File: src/core/pad_io_map.svh
// register offsets, field positions and reset values of the pad cell
`ifndef PAD_IO_MAP_SVH
`define PAD_IO_MAP_SVH

`define PIO_CTRL_ADDR      8'h00
`define PIO_STAT_ADDR      8'h04

`define PIO_CTRL_WIDTH     16
`define PIO_CTRL_RESET     16'h0000

`define PIO_MODE_LSB       0
`define PIO_MODE_MSB       1
`define PIO_IN_REG_BIT     2
`define PIO_IN_FALL_BIT    3
`define PIO_OUT_REG_BIT    4
`define PIO_OUT_FALL_BIT   5
`define PIO_OE_REG_BIT     6
`define PIO_OE_FALL_BIT    7
`define PIO_INVERT_BIT     8
`define PIO_DUAL_EDGE_IO_IN_BIT    9
`define PIO_DUAL_EDGE_IO_OUT_BIT   10
`define PIO_RESYNC_BIT     11
`define PIO_BYPASS_BIT     12
`define PIO_PULL_DOWN_BIT  13
`define PIO_DIFF_PAIR_BIT  14
`define PIO_USED_BIT       15

`define PIO_STAT_PAD_BIT   0
`define PIO_STAT_CORE_LSB  1
`define PIO_STAT_OE_BIT    3
`define PIO_STAT_OUT_BIT   4
`define PIO_STAT_CFG_BIT   5
`define PIO_STAT_WIDTH     6

`endif

File: src/core/pad_io_pkg.sv
// types and helpers shared by the pad cell modules
package pad_io_pkg;

  typedef enum logic [1:0] {
    MODE_INPUT,
    MODE_OUTPUT,
    MODE_BIDIR,
    MODE_CLKOUT
  } pad_mode_e;

  // select the strobe of the chosen clock edge
  function automatic logic pick_edge(input logic rise,
                                     input logic fall,
                                     input logic use_fall);
    return use_fall ? fall : rise;
  endfunction

endpackage

File: src/core/pad_io_register_cell.sv
// one general-purpose pad cell with its register port
`timescale 1ns/1ps
`default_nettype none
`include "pad_io_map.svh"

module pad_io_register_cell
  import pad_io_pkg::*;
#(
  parameter int ADDR_W = 8,
  parameter int DATA_W = 32
) (
  input  wire logic              ref_clk_in,
  input  wire logic              rstn_in,
  input  wire logic [ADDR_W-1:0] bus_addr_in,
  input  wire logic [DATA_W-1:0] bus_wdata_in,
  input  wire logic              bus_write_in,
  input  wire logic              bus_read_in,
  output logic      [DATA_W-1:0] bus_rdata_out,
  input  wire logic              configuring_in,
  input  wire logic              capture_clock_in,
  input  wire logic              launch_clock_in,
  input  wire logic              clock_tree_in,
  input  wire logic [1:0]        core_out_in,
  input  wire logic              core_oe_in,
  output logic      [1:0]        core_in_out,
  output logic                   bypass_path_out,
  input  wire logic              pad_in,
  output logic                   pad_out,
  output logic                   pad_oe_out,
  output logic                   pull_up_out,
  output logic                   pull_down_out
);

  ////////////////////////////////////////////////////////////////////////
  // reset release

  logic rst_sync1;
  logic rst_n;

  always_ff @(posedge ref_clk_in or negedge rstn_in) begin
    if (!rstn_in) begin
      rst_sync1 <= 1'b0;
      rst_n     <= 1'b0;
    end else begin
      rst_sync1 <= 1'b1;
      rst_n     <= rst_sync1;
    end
  end

  ////////////////////////////////////////////////////////////////////////
  // register port

  logic [`PIO_CTRL_WIDTH-1:0] ctrl;
  logic [`PIO_STAT_WIDTH-1:0] status;

  always_ff @(posedge ref_clk_in or negedge rst_n) begin
    if (!rst_n) begin
      ctrl <= `PIO_CTRL_RESET;
    end else if (bus_write_in && bus_addr_in == `PIO_CTRL_ADDR) begin
      ctrl <= bus_wdata_in[`PIO_CTRL_WIDTH-1:0];
    end
  end

  always_ff @(posedge ref_clk_in or negedge rst_n) begin
    if (!rst_n) begin
      bus_rdata_out <= '0;
    end else if (bus_read_in && bus_addr_in == `PIO_CTRL_ADDR) begin
      bus_rdata_out <= {{(DATA_W-`PIO_CTRL_WIDTH){1'b0}}, ctrl};
    end else if (bus_read_in && bus_addr_in == `PIO_STAT_ADDR) begin
      bus_rdata_out <= {{(DATA_W-`PIO_STAT_WIDTH){1'b0}}, status};
    end else begin
      bus_rdata_out <= '0;
    end
  end

  pad_mode_e mode;
  logic      in_reg;
  logic      in_fall;
  logic      out_reg;
  logic      out_fall;
  logic      oe_reg;
  logic      oe_fall;
  logic      invert;
  logic      dual_edge_io_in;
  logic      dual_edge_io_out;
  logic      resync;
  logic      bypass;
  logic      pd_sel;
  logic      diff_pair;
  logic      pin_used;

  assign mode      = pad_mode_e'(ctrl[`PIO_MODE_MSB:`PIO_MODE_LSB]);
  assign in_reg    = ctrl[`PIO_IN_REG_BIT];
  assign in_fall   = ctrl[`PIO_IN_FALL_BIT];
  assign out_reg   = ctrl[`PIO_OUT_REG_BIT];
  assign out_fall  = ctrl[`PIO_OUT_FALL_BIT];
  assign oe_reg    = ctrl[`PIO_OE_REG_BIT];
  assign oe_fall   = ctrl[`PIO_OE_FALL_BIT];
  assign invert    = ctrl[`PIO_INVERT_BIT];
  assign dual_edge_io_in   = ctrl[`PIO_DUAL_EDGE_IO_IN_BIT];
  assign dual_edge_io_out  = ctrl[`PIO_DUAL_EDGE_IO_OUT_BIT];
  assign resync    = ctrl[`PIO_RESYNC_BIT];
  assign bypass    = ctrl[`PIO_BYPASS_BIT];
  assign pd_sel    = ctrl[`PIO_PULL_DOWN_BIT];
  assign diff_pair = ctrl[`PIO_DIFF_PAIR_BIT];
  assign pin_used  = ctrl[`PIO_USED_BIT];

  assign status = {configuring_in, pad_out, pad_oe_out, core_in_out, pad_in};

  ////////////////////////////////////////////////////////////////////////
  // capture and launch clock edges

  logic cap_prev;
  logic lau_prev;
  logic cap_rise;
  logic cap_fall;
  logic lau_rise;
  logic lau_fall;

  always_ff @(posedge ref_clk_in or negedge rst_n) begin
    if (!rst_n) begin
      cap_prev <= 1'b0;
      lau_prev <= 1'b0;
    end else begin
      cap_prev <= capture_clock_in;
      lau_prev <= launch_clock_in;
    end
  end

  assign cap_rise = capture_clock_in && !cap_prev;
  assign cap_fall = !capture_clock_in && cap_prev;
  assign lau_rise = launch_clock_in && !lau_prev;
  assign lau_fall = !launch_clock_in && lau_prev;

  logic in_hit;
  logic out_hit;
  logic oe_hit;

  assign in_hit  = pick_edge(cap_rise, cap_fall, in_fall);
  assign out_hit = pick_edge(lau_rise, lau_fall, out_fall);
  assign oe_hit  = pick_edge(lau_rise, lau_fall, oe_fall);

  ////////////////////////////////////////////////////////////////////////
  // input path

  logic in_q;
  logic dual_edge_io_rise;
  logic dual_edge_io_fall;
  logic user_mode;
  logic in_path;
  logic bypass_active;

  assign user_mode     = !configuring_in && pin_used;
  assign in_path       = mode == MODE_INPUT || mode == MODE_BIDIR;
  assign bypass_active = user_mode && mode == MODE_INPUT && bypass;

  always_ff @(posedge ref_clk_in or negedge rst_n) begin
    if (!rst_n) begin
      in_q <= 1'b0;
    end else if (in_hit) begin
      in_q <= pad_in;
    end
  end

  dual_edge_io u_dual_edge_io_in (
    .clk_in     (ref_clk_in),
    .rst_n_in   (rst_n),
    .rise_in    (cap_rise),
    .fall_in    (cap_fall),
    .d_in       (pad_in),
    .resync_in  (resync),
    .q_rise_out (dual_edge_io_rise),
    .q_fall_out (dual_edge_io_fall)
  );

  logic [1:0] next_core_in;

  always_comb begin
    next_core_in = 2'h0;
    if (user_mode && in_path && !bypass_active) begin
      if (dual_edge_io_in && mode == MODE_INPUT) begin
        next_core_in = {dual_edge_io_fall, dual_edge_io_rise};
      end else begin
        next_core_in = {1'b0, in_reg ? in_q : pad_in};
      end
    end
  end

  always_ff @(posedge ref_clk_in or negedge rst_n) begin
    if (!rst_n) begin
      core_in_out <= 2'h0;
    end else begin
      core_in_out <= next_core_in;
    end
  end

  // unregistered on purpose, also the pll reference source
  assign bypass_path_out = bypass_active && pad_in;

  ////////////////////////////////////////////////////////////////////////
  // output and output-enable paths

  logic out_q;
  logic oe_q;
  logic out_val;
  logic drive;
  logic oe_val;

  always_ff @(posedge ref_clk_in or negedge rst_n) begin
    if (!rst_n) begin
      out_q <= 1'b0;
    end else if (dual_edge_io_out && lau_rise) begin
      out_q <= core_out_in[0];
    end else if (dual_edge_io_out && lau_fall) begin
      out_q <= core_out_in[1];
    end else if (!dual_edge_io_out && out_hit) begin
      out_q <= core_out_in[0];
    end
  end

  always_ff @(posedge ref_clk_in or negedge rst_n) begin
    if (!rst_n) begin
      oe_q <= 1'b0;
    end else if (oe_hit) begin
      oe_q <= core_oe_in;
    end
  end

  assign out_val = (out_reg || dual_edge_io_out) ? out_q : core_out_in[0];
  assign drive   = out_val ^ invert;
  assign oe_val  = oe_reg ? oe_q : core_oe_in;

  logic next_pad;
  logic next_oe;

  always_comb begin
    next_pad = 1'b0;
    next_oe  = 1'b0;
    if (user_mode) begin
      case (mode)
        MODE_OUTPUT: begin
          next_oe  = 1'b1;
          next_pad = drive;
        end
        MODE_BIDIR: begin
          next_oe  = oe_val;
          next_pad = oe_val && drive;
        end
        MODE_CLKOUT: begin
          next_oe  = 1'b1;
          next_pad = clock_tree_in;
        end
        default: begin
          next_oe  = 1'b0;
          next_pad = 1'b0;
        end
      endcase
    end
  end

  always_ff @(posedge ref_clk_in or negedge rst_n) begin
    if (!rst_n) begin
      pad_out    <= 1'b0;
      pad_oe_out <= 1'b0;
    end else begin
      pad_out    <= next_pad;
      pad_oe_out <= next_oe;
    end
  end

  ////////////////////////////////////////////////////////////////////////
  // weak pulls

  logic next_pull_up;
  logic next_pull_down;

  always_comb begin
    next_pull_up   = 1'b0;
    next_pull_down = 1'b0;
    if (configuring_in) begin
      next_pull_up = !diff_pair;
    end else if (!pin_used) begin
      next_pull_up   = !pd_sel;
      next_pull_down = pd_sel && !diff_pair;
    end
  end

  // registered pulls keep a held pull-up free of glitches
  always_ff @(posedge ref_clk_in or negedge rst_n) begin
    if (!rst_n) begin
      pull_up_out   <= 1'b1;
      pull_down_out <= 1'b0;
    end else begin
      pull_up_out   <= next_pull_up;
      pull_down_out <= next_pull_down;
    end
  end

  logic plain_in;
  logic plain_out;
  logic ddo_live;

  assign plain_in  = user_mode && mode == MODE_INPUT && !bypass && !dual_edge_io_in;
  assign plain_out = user_mode && mode == MODE_OUTPUT && !out_reg
                     && !dual_edge_io_out;
  assign ddo_live  = user_mode && mode == MODE_OUTPUT && dual_edge_io_out;
endmodule

`default_nettype wire

File: src/core/dual_edge_io.sv
// dual-edge input capture with optional resync to the rising edge
`timescale 1ns/1ps
`default_nettype none

module dual_edge_io (
  input  wire logic clk_in,
  input  wire logic rst_n_in,
  input  wire logic rise_in,
  input  wire logic fall_in,
  input  wire logic d_in,
  input  wire logic resync_in,
  output logic      q_rise_out,
  output logic      q_fall_out
);

  logic hi;
  logic lo_raw;
  logic lo_sync;

  always_ff @(posedge clk_in or negedge rst_n_in) begin
    if (!rst_n_in) begin
      hi <= 1'b0;
    end else if (rise_in) begin
      hi <= d_in;
    end
  end

  always_ff @(posedge clk_in or negedge rst_n_in) begin
    if (!rst_n_in) begin
      lo_raw <= 1'b0;
    end else if (fall_in) begin
      lo_raw <= d_in;
    end
  end

  always_ff @(posedge clk_in or negedge rst_n_in) begin
    if (!rst_n_in) begin
      lo_sync <= 1'b0;
    end else if (rise_in) begin
      lo_sync <= lo_raw;
    end
  end

  assign q_rise_out = hi;
  assign q_fall_out = resync_in ? lo_sync : lo_raw;

  logic fall_pad;

  // last pad level seen at a falling capture edge
  always_ff @(posedge clk_in or negedge rst_n_in) begin
    if (!rst_n_in) begin
      fall_pad <= 1'b0;
    end else if (fall_in) begin
      fall_pad <= d_in;
    end
  end
endmodule

`default_nettype wire

File: config.mk
export PLATFORM = sky130hd
export DESIGN_NAME = pad_io_register_cell
export DESIGN_NICKNAME = d
export VERILOG_FILES = /design/src/core/pad_io_pkg.sv /design/src/core/pad_io_register_cell.sv /design/src/core/dual_edge_io.sv
export VERILOG_INCLUDE_DIRS = /design/src /design/src/core
export SDC_FILE = /design/constraint.sdc
export NUM_CORES = 1
export LEC_CHECK = 0
export BUFFER_PORTS_ARGS = -buffer_cell sky130_fd_sc_hd__buf_4
export CAP_MARGIN = 15
export CORE_UTILIZATION = 42
export DETAILED_ROUTE_END_ITERATION = 16
export GPL_TIMING_DRIVEN = 0
export PLACE_DENSITY = 0.73
export SKIP_LAST_GASP = 1
export SLEW_MARGIN = 20
export SYNTH_ARGS = -nofsm -noshare
export SYNTH_HDL_FRONTEND = slang
export SYNTH_HIERARCHICAL = 1
export SYNTH_SLANG_ARGS = --single-unit
File: constraint.sdc
create_clock -name ref_clk_in -period 1.6 [get_ports ref_clk_in]
set_clock_uncertainty 0.15 [all_clocks]
set_input_delay 0.24 -clock ref_clk_in [delete_from_list [all_inputs] [get_ports ref_clk_in]]
set_output_delay 0.24 -clock ref_clk_in [all_outputs]
set_load 0.01 [all_outputs]
==> reports/results.tsv <==
metric	value	unit
ys_seq_area_share	56.8	%
irDropWorstVdd	0.424	mV
chipHeight	73.0	microns
synth_top_area_share	55.6	%
drv_cap	0	
netlist_area	0.00212	sq mm
critPathKind	input pin to flop	
fin_ws	-103	ps
grt_antenna_before_repair	0	
tightestPinTransition	512	ps
start_util	44.2	%
synth-async-reset-ratio	100	%
grt_pass1_vias	1340	
stdcell_area	0.00293	sq mm
grt_overflow	0	
report.final.slew_viol_count	0	
clock.fmax	587	MHz
post-dp-hpwl	2920	microns
hold_slack	18.9	ps
fillers	397	
grt_max_degree	32	
ant_nets	0	
pin_count	91	
fp.coreArea	0.00479	sq mm
violations	negative setup slack	
powerDensity	785	mW/mm^2
setup_viol	17	
dieWidth	73.0	microns
grtUsageTotal	16.2	%
drive_gt1_share	49.4	%
cellLeakagePower	1.52	nW
yosys-top-cells-area	dfrtp_1 56%, mux2_4 7.1%, mux2_2 6.4%	
wl	4090	microns
setup.worst_path.start_class	input pin	
clk-insertion-delay-late	300	ps
synth_edf_count	0	
end_kind	flop	
cts_tree	built	
crit_required	1630	ps
grt_pass1_wl	6310	microns
cts_root_buf	clkbuf_8	
syn_to_final_growth	38.6	%
layout.cells.non_filler	318	
drc_errors	0	
via_per_inst	4.55	
gp_congestion	0.733	
worstHoldPathType	input pin to flop	
cp_max_fo	10	
wire_per_inst	12.9	microns
netlist_top_cells_count	47 x dfrtp_1, 16 x buf_4, 12 x mux2_2, 12 x nor2_1	
r2r.worst_path.cells	5	
synth_top_cell_by_area	dfrtp_1	
htreeDepth	2	
syn_area_per_cell	13.1	sq um
period_minus_slack	1700	ps
syn_inst	162	
relSlewSlack	65.8	%
min_path_cells	2	
vias	1447	
cts_buffers	5	
dp_cells	302	
p_total	2.30	mW
clk_pin_slew	90	ps
drt_iter0_markers	76	
worstPathArrival	1730	ps
fin_crit_sh	106	%
rsz0062_at_grt	true	
yosysUniqueCellTypes	35	
status	finished with violations	
hold_viol	0	
dieArea	0.00533	sq mm
clkSinkCount	48	
dr.pass1.iters	4	
synth.most_common_cell	dfrtp_1	
dpl-instance-area	0.00271	sq mm
rows	25	
final_util	61.3	%
ys_warn_count	6	
max-clock-path-buffers	2	
port_buffers	57	
ys_seq_elements	48	
antenna_cells	0	
final_nets	302	
synthFlopType	dfrtp_1	
-- state kept, by name, summed over array words and instances, names as in the netlist --
register / flops
rst_sync1: 1
core_in_out: 2
pull_down_out: 1
oe_q: 1
rst_n: 1
in_q: 1
cap_prev: 1
bus_rdata_out: 16
u_dual_edge_io_in/lo_sync: 1
pad_oe_out: 1
ctrl: 16
lau_prev: 1
pull_up_out: 1
out_q: 1
pad_out: 1
u_dual_edge_io_in/q_rise_out: 1
u_dual_edge_io_in/lo_raw: 1
-- stage by stage --
step / setup slack, ps / TNS (ps)
floorplan: -280 / -3970
global placement: -507 / -31280
detailed placement: -554 / -12350
CTS: -199 / -3370
global route: -133 / -2180
finish: -103 / -1380
-- layout make-up --
class                   count  area [sq um]  share of cell area, %
plain buffers              19           159                   5.42
clock buffers               7          76.3                   2.60
clock inverters             1          5.00                  0.171
inverters                   1          3.75                  0.128
multi-input cells         108           853                   29.1
flip-flops and latches     48          1210                   41.1
well taps                  67          83.8                   2.86
repair buffers             67           544                   18.6
-- timing repair --
item	in CTS	in global routing
pin swaps	6	3
cloned	1	0
hold endpoints to repair	6	0
gates resized for setup	12	10
setup buffers	4	0
endpoints found under the setup margin	28	31
hold buffers	4	0
-- final timing paths --
check / slack [ps] / from / to
min in group asynchronous: 30 / rst_n / ctrl[12]
worst max register to register: 120 / ctrl[10] / pad_out
worst min-delay path: 20 / bus_wdata_in[14] / ctrl[14]
max in group asynchronous: 730 / rst_n / pull_up_out
worst min register to register: 30 / rst_n / ctrl[12]
worst max-delay path: -100 / bus_addr_in[6] / ctrl[10]
-- cells by family after synthesis --
family	share of synthesized area, %
other	0.355
XOR/XNOR	0.414
AND/OR/NAND/NOR	13.7
buffers and inverters	6.92
AO/OA/AOI/OAI	4.02
multiplexers	17.7
flip-flops	56.8
-- layer usage --
layer / up-vias / share of wire, % / GRT usage (%) / wire length [microns]
met5: - / 0 / 0 / 0
met4: 0 / 1.4 / 5.66 / 59
met3: 6 / 5.4 / 4.42 / 221
met2: 56 / 50 / 26.6 / 2050
met1: 686 / 43 / 20.8 / 1760
li1: 699 / - / - / -
-- cells in the final DEF (no fill, tap or decap), drive strengths merged, types with 2 or more instances in the layout --
cell type | netlist | layout
clkbuf | 3 | 8
dfrtp | 47 | 47
mux2i | 9 | 9
dlygate4sd3 | 0 | 4
nand3b | 2 | 2
mux2 | 22 | 22
conb | 2 | 17
nor2b | 5 | 5
nand2 | 2 | 2
and2 | 10 | 10
nor4 | 3 | 3
nand2b | 3 | 3
a21oi | 6 | 6
nand3 | 3 | 3
buf | 17 | 81
nor2 | 12 | 12
-- critical path, stage by stage --
cell      delay, ps
buf_6            90
or4_4           530
nor4_4          270
nand3b_4        140
buf_12          170
mux2_4          290
-- power breakdown --
group	internal, mW	switching [mW]	total, mW
clock network	0.307	0.381	0.689
registers	1.27	0.0494	1.32
logic	0.184	0.112	0.296
total	1.76	0.542	2.30
(Power assumes the default switching activity.)
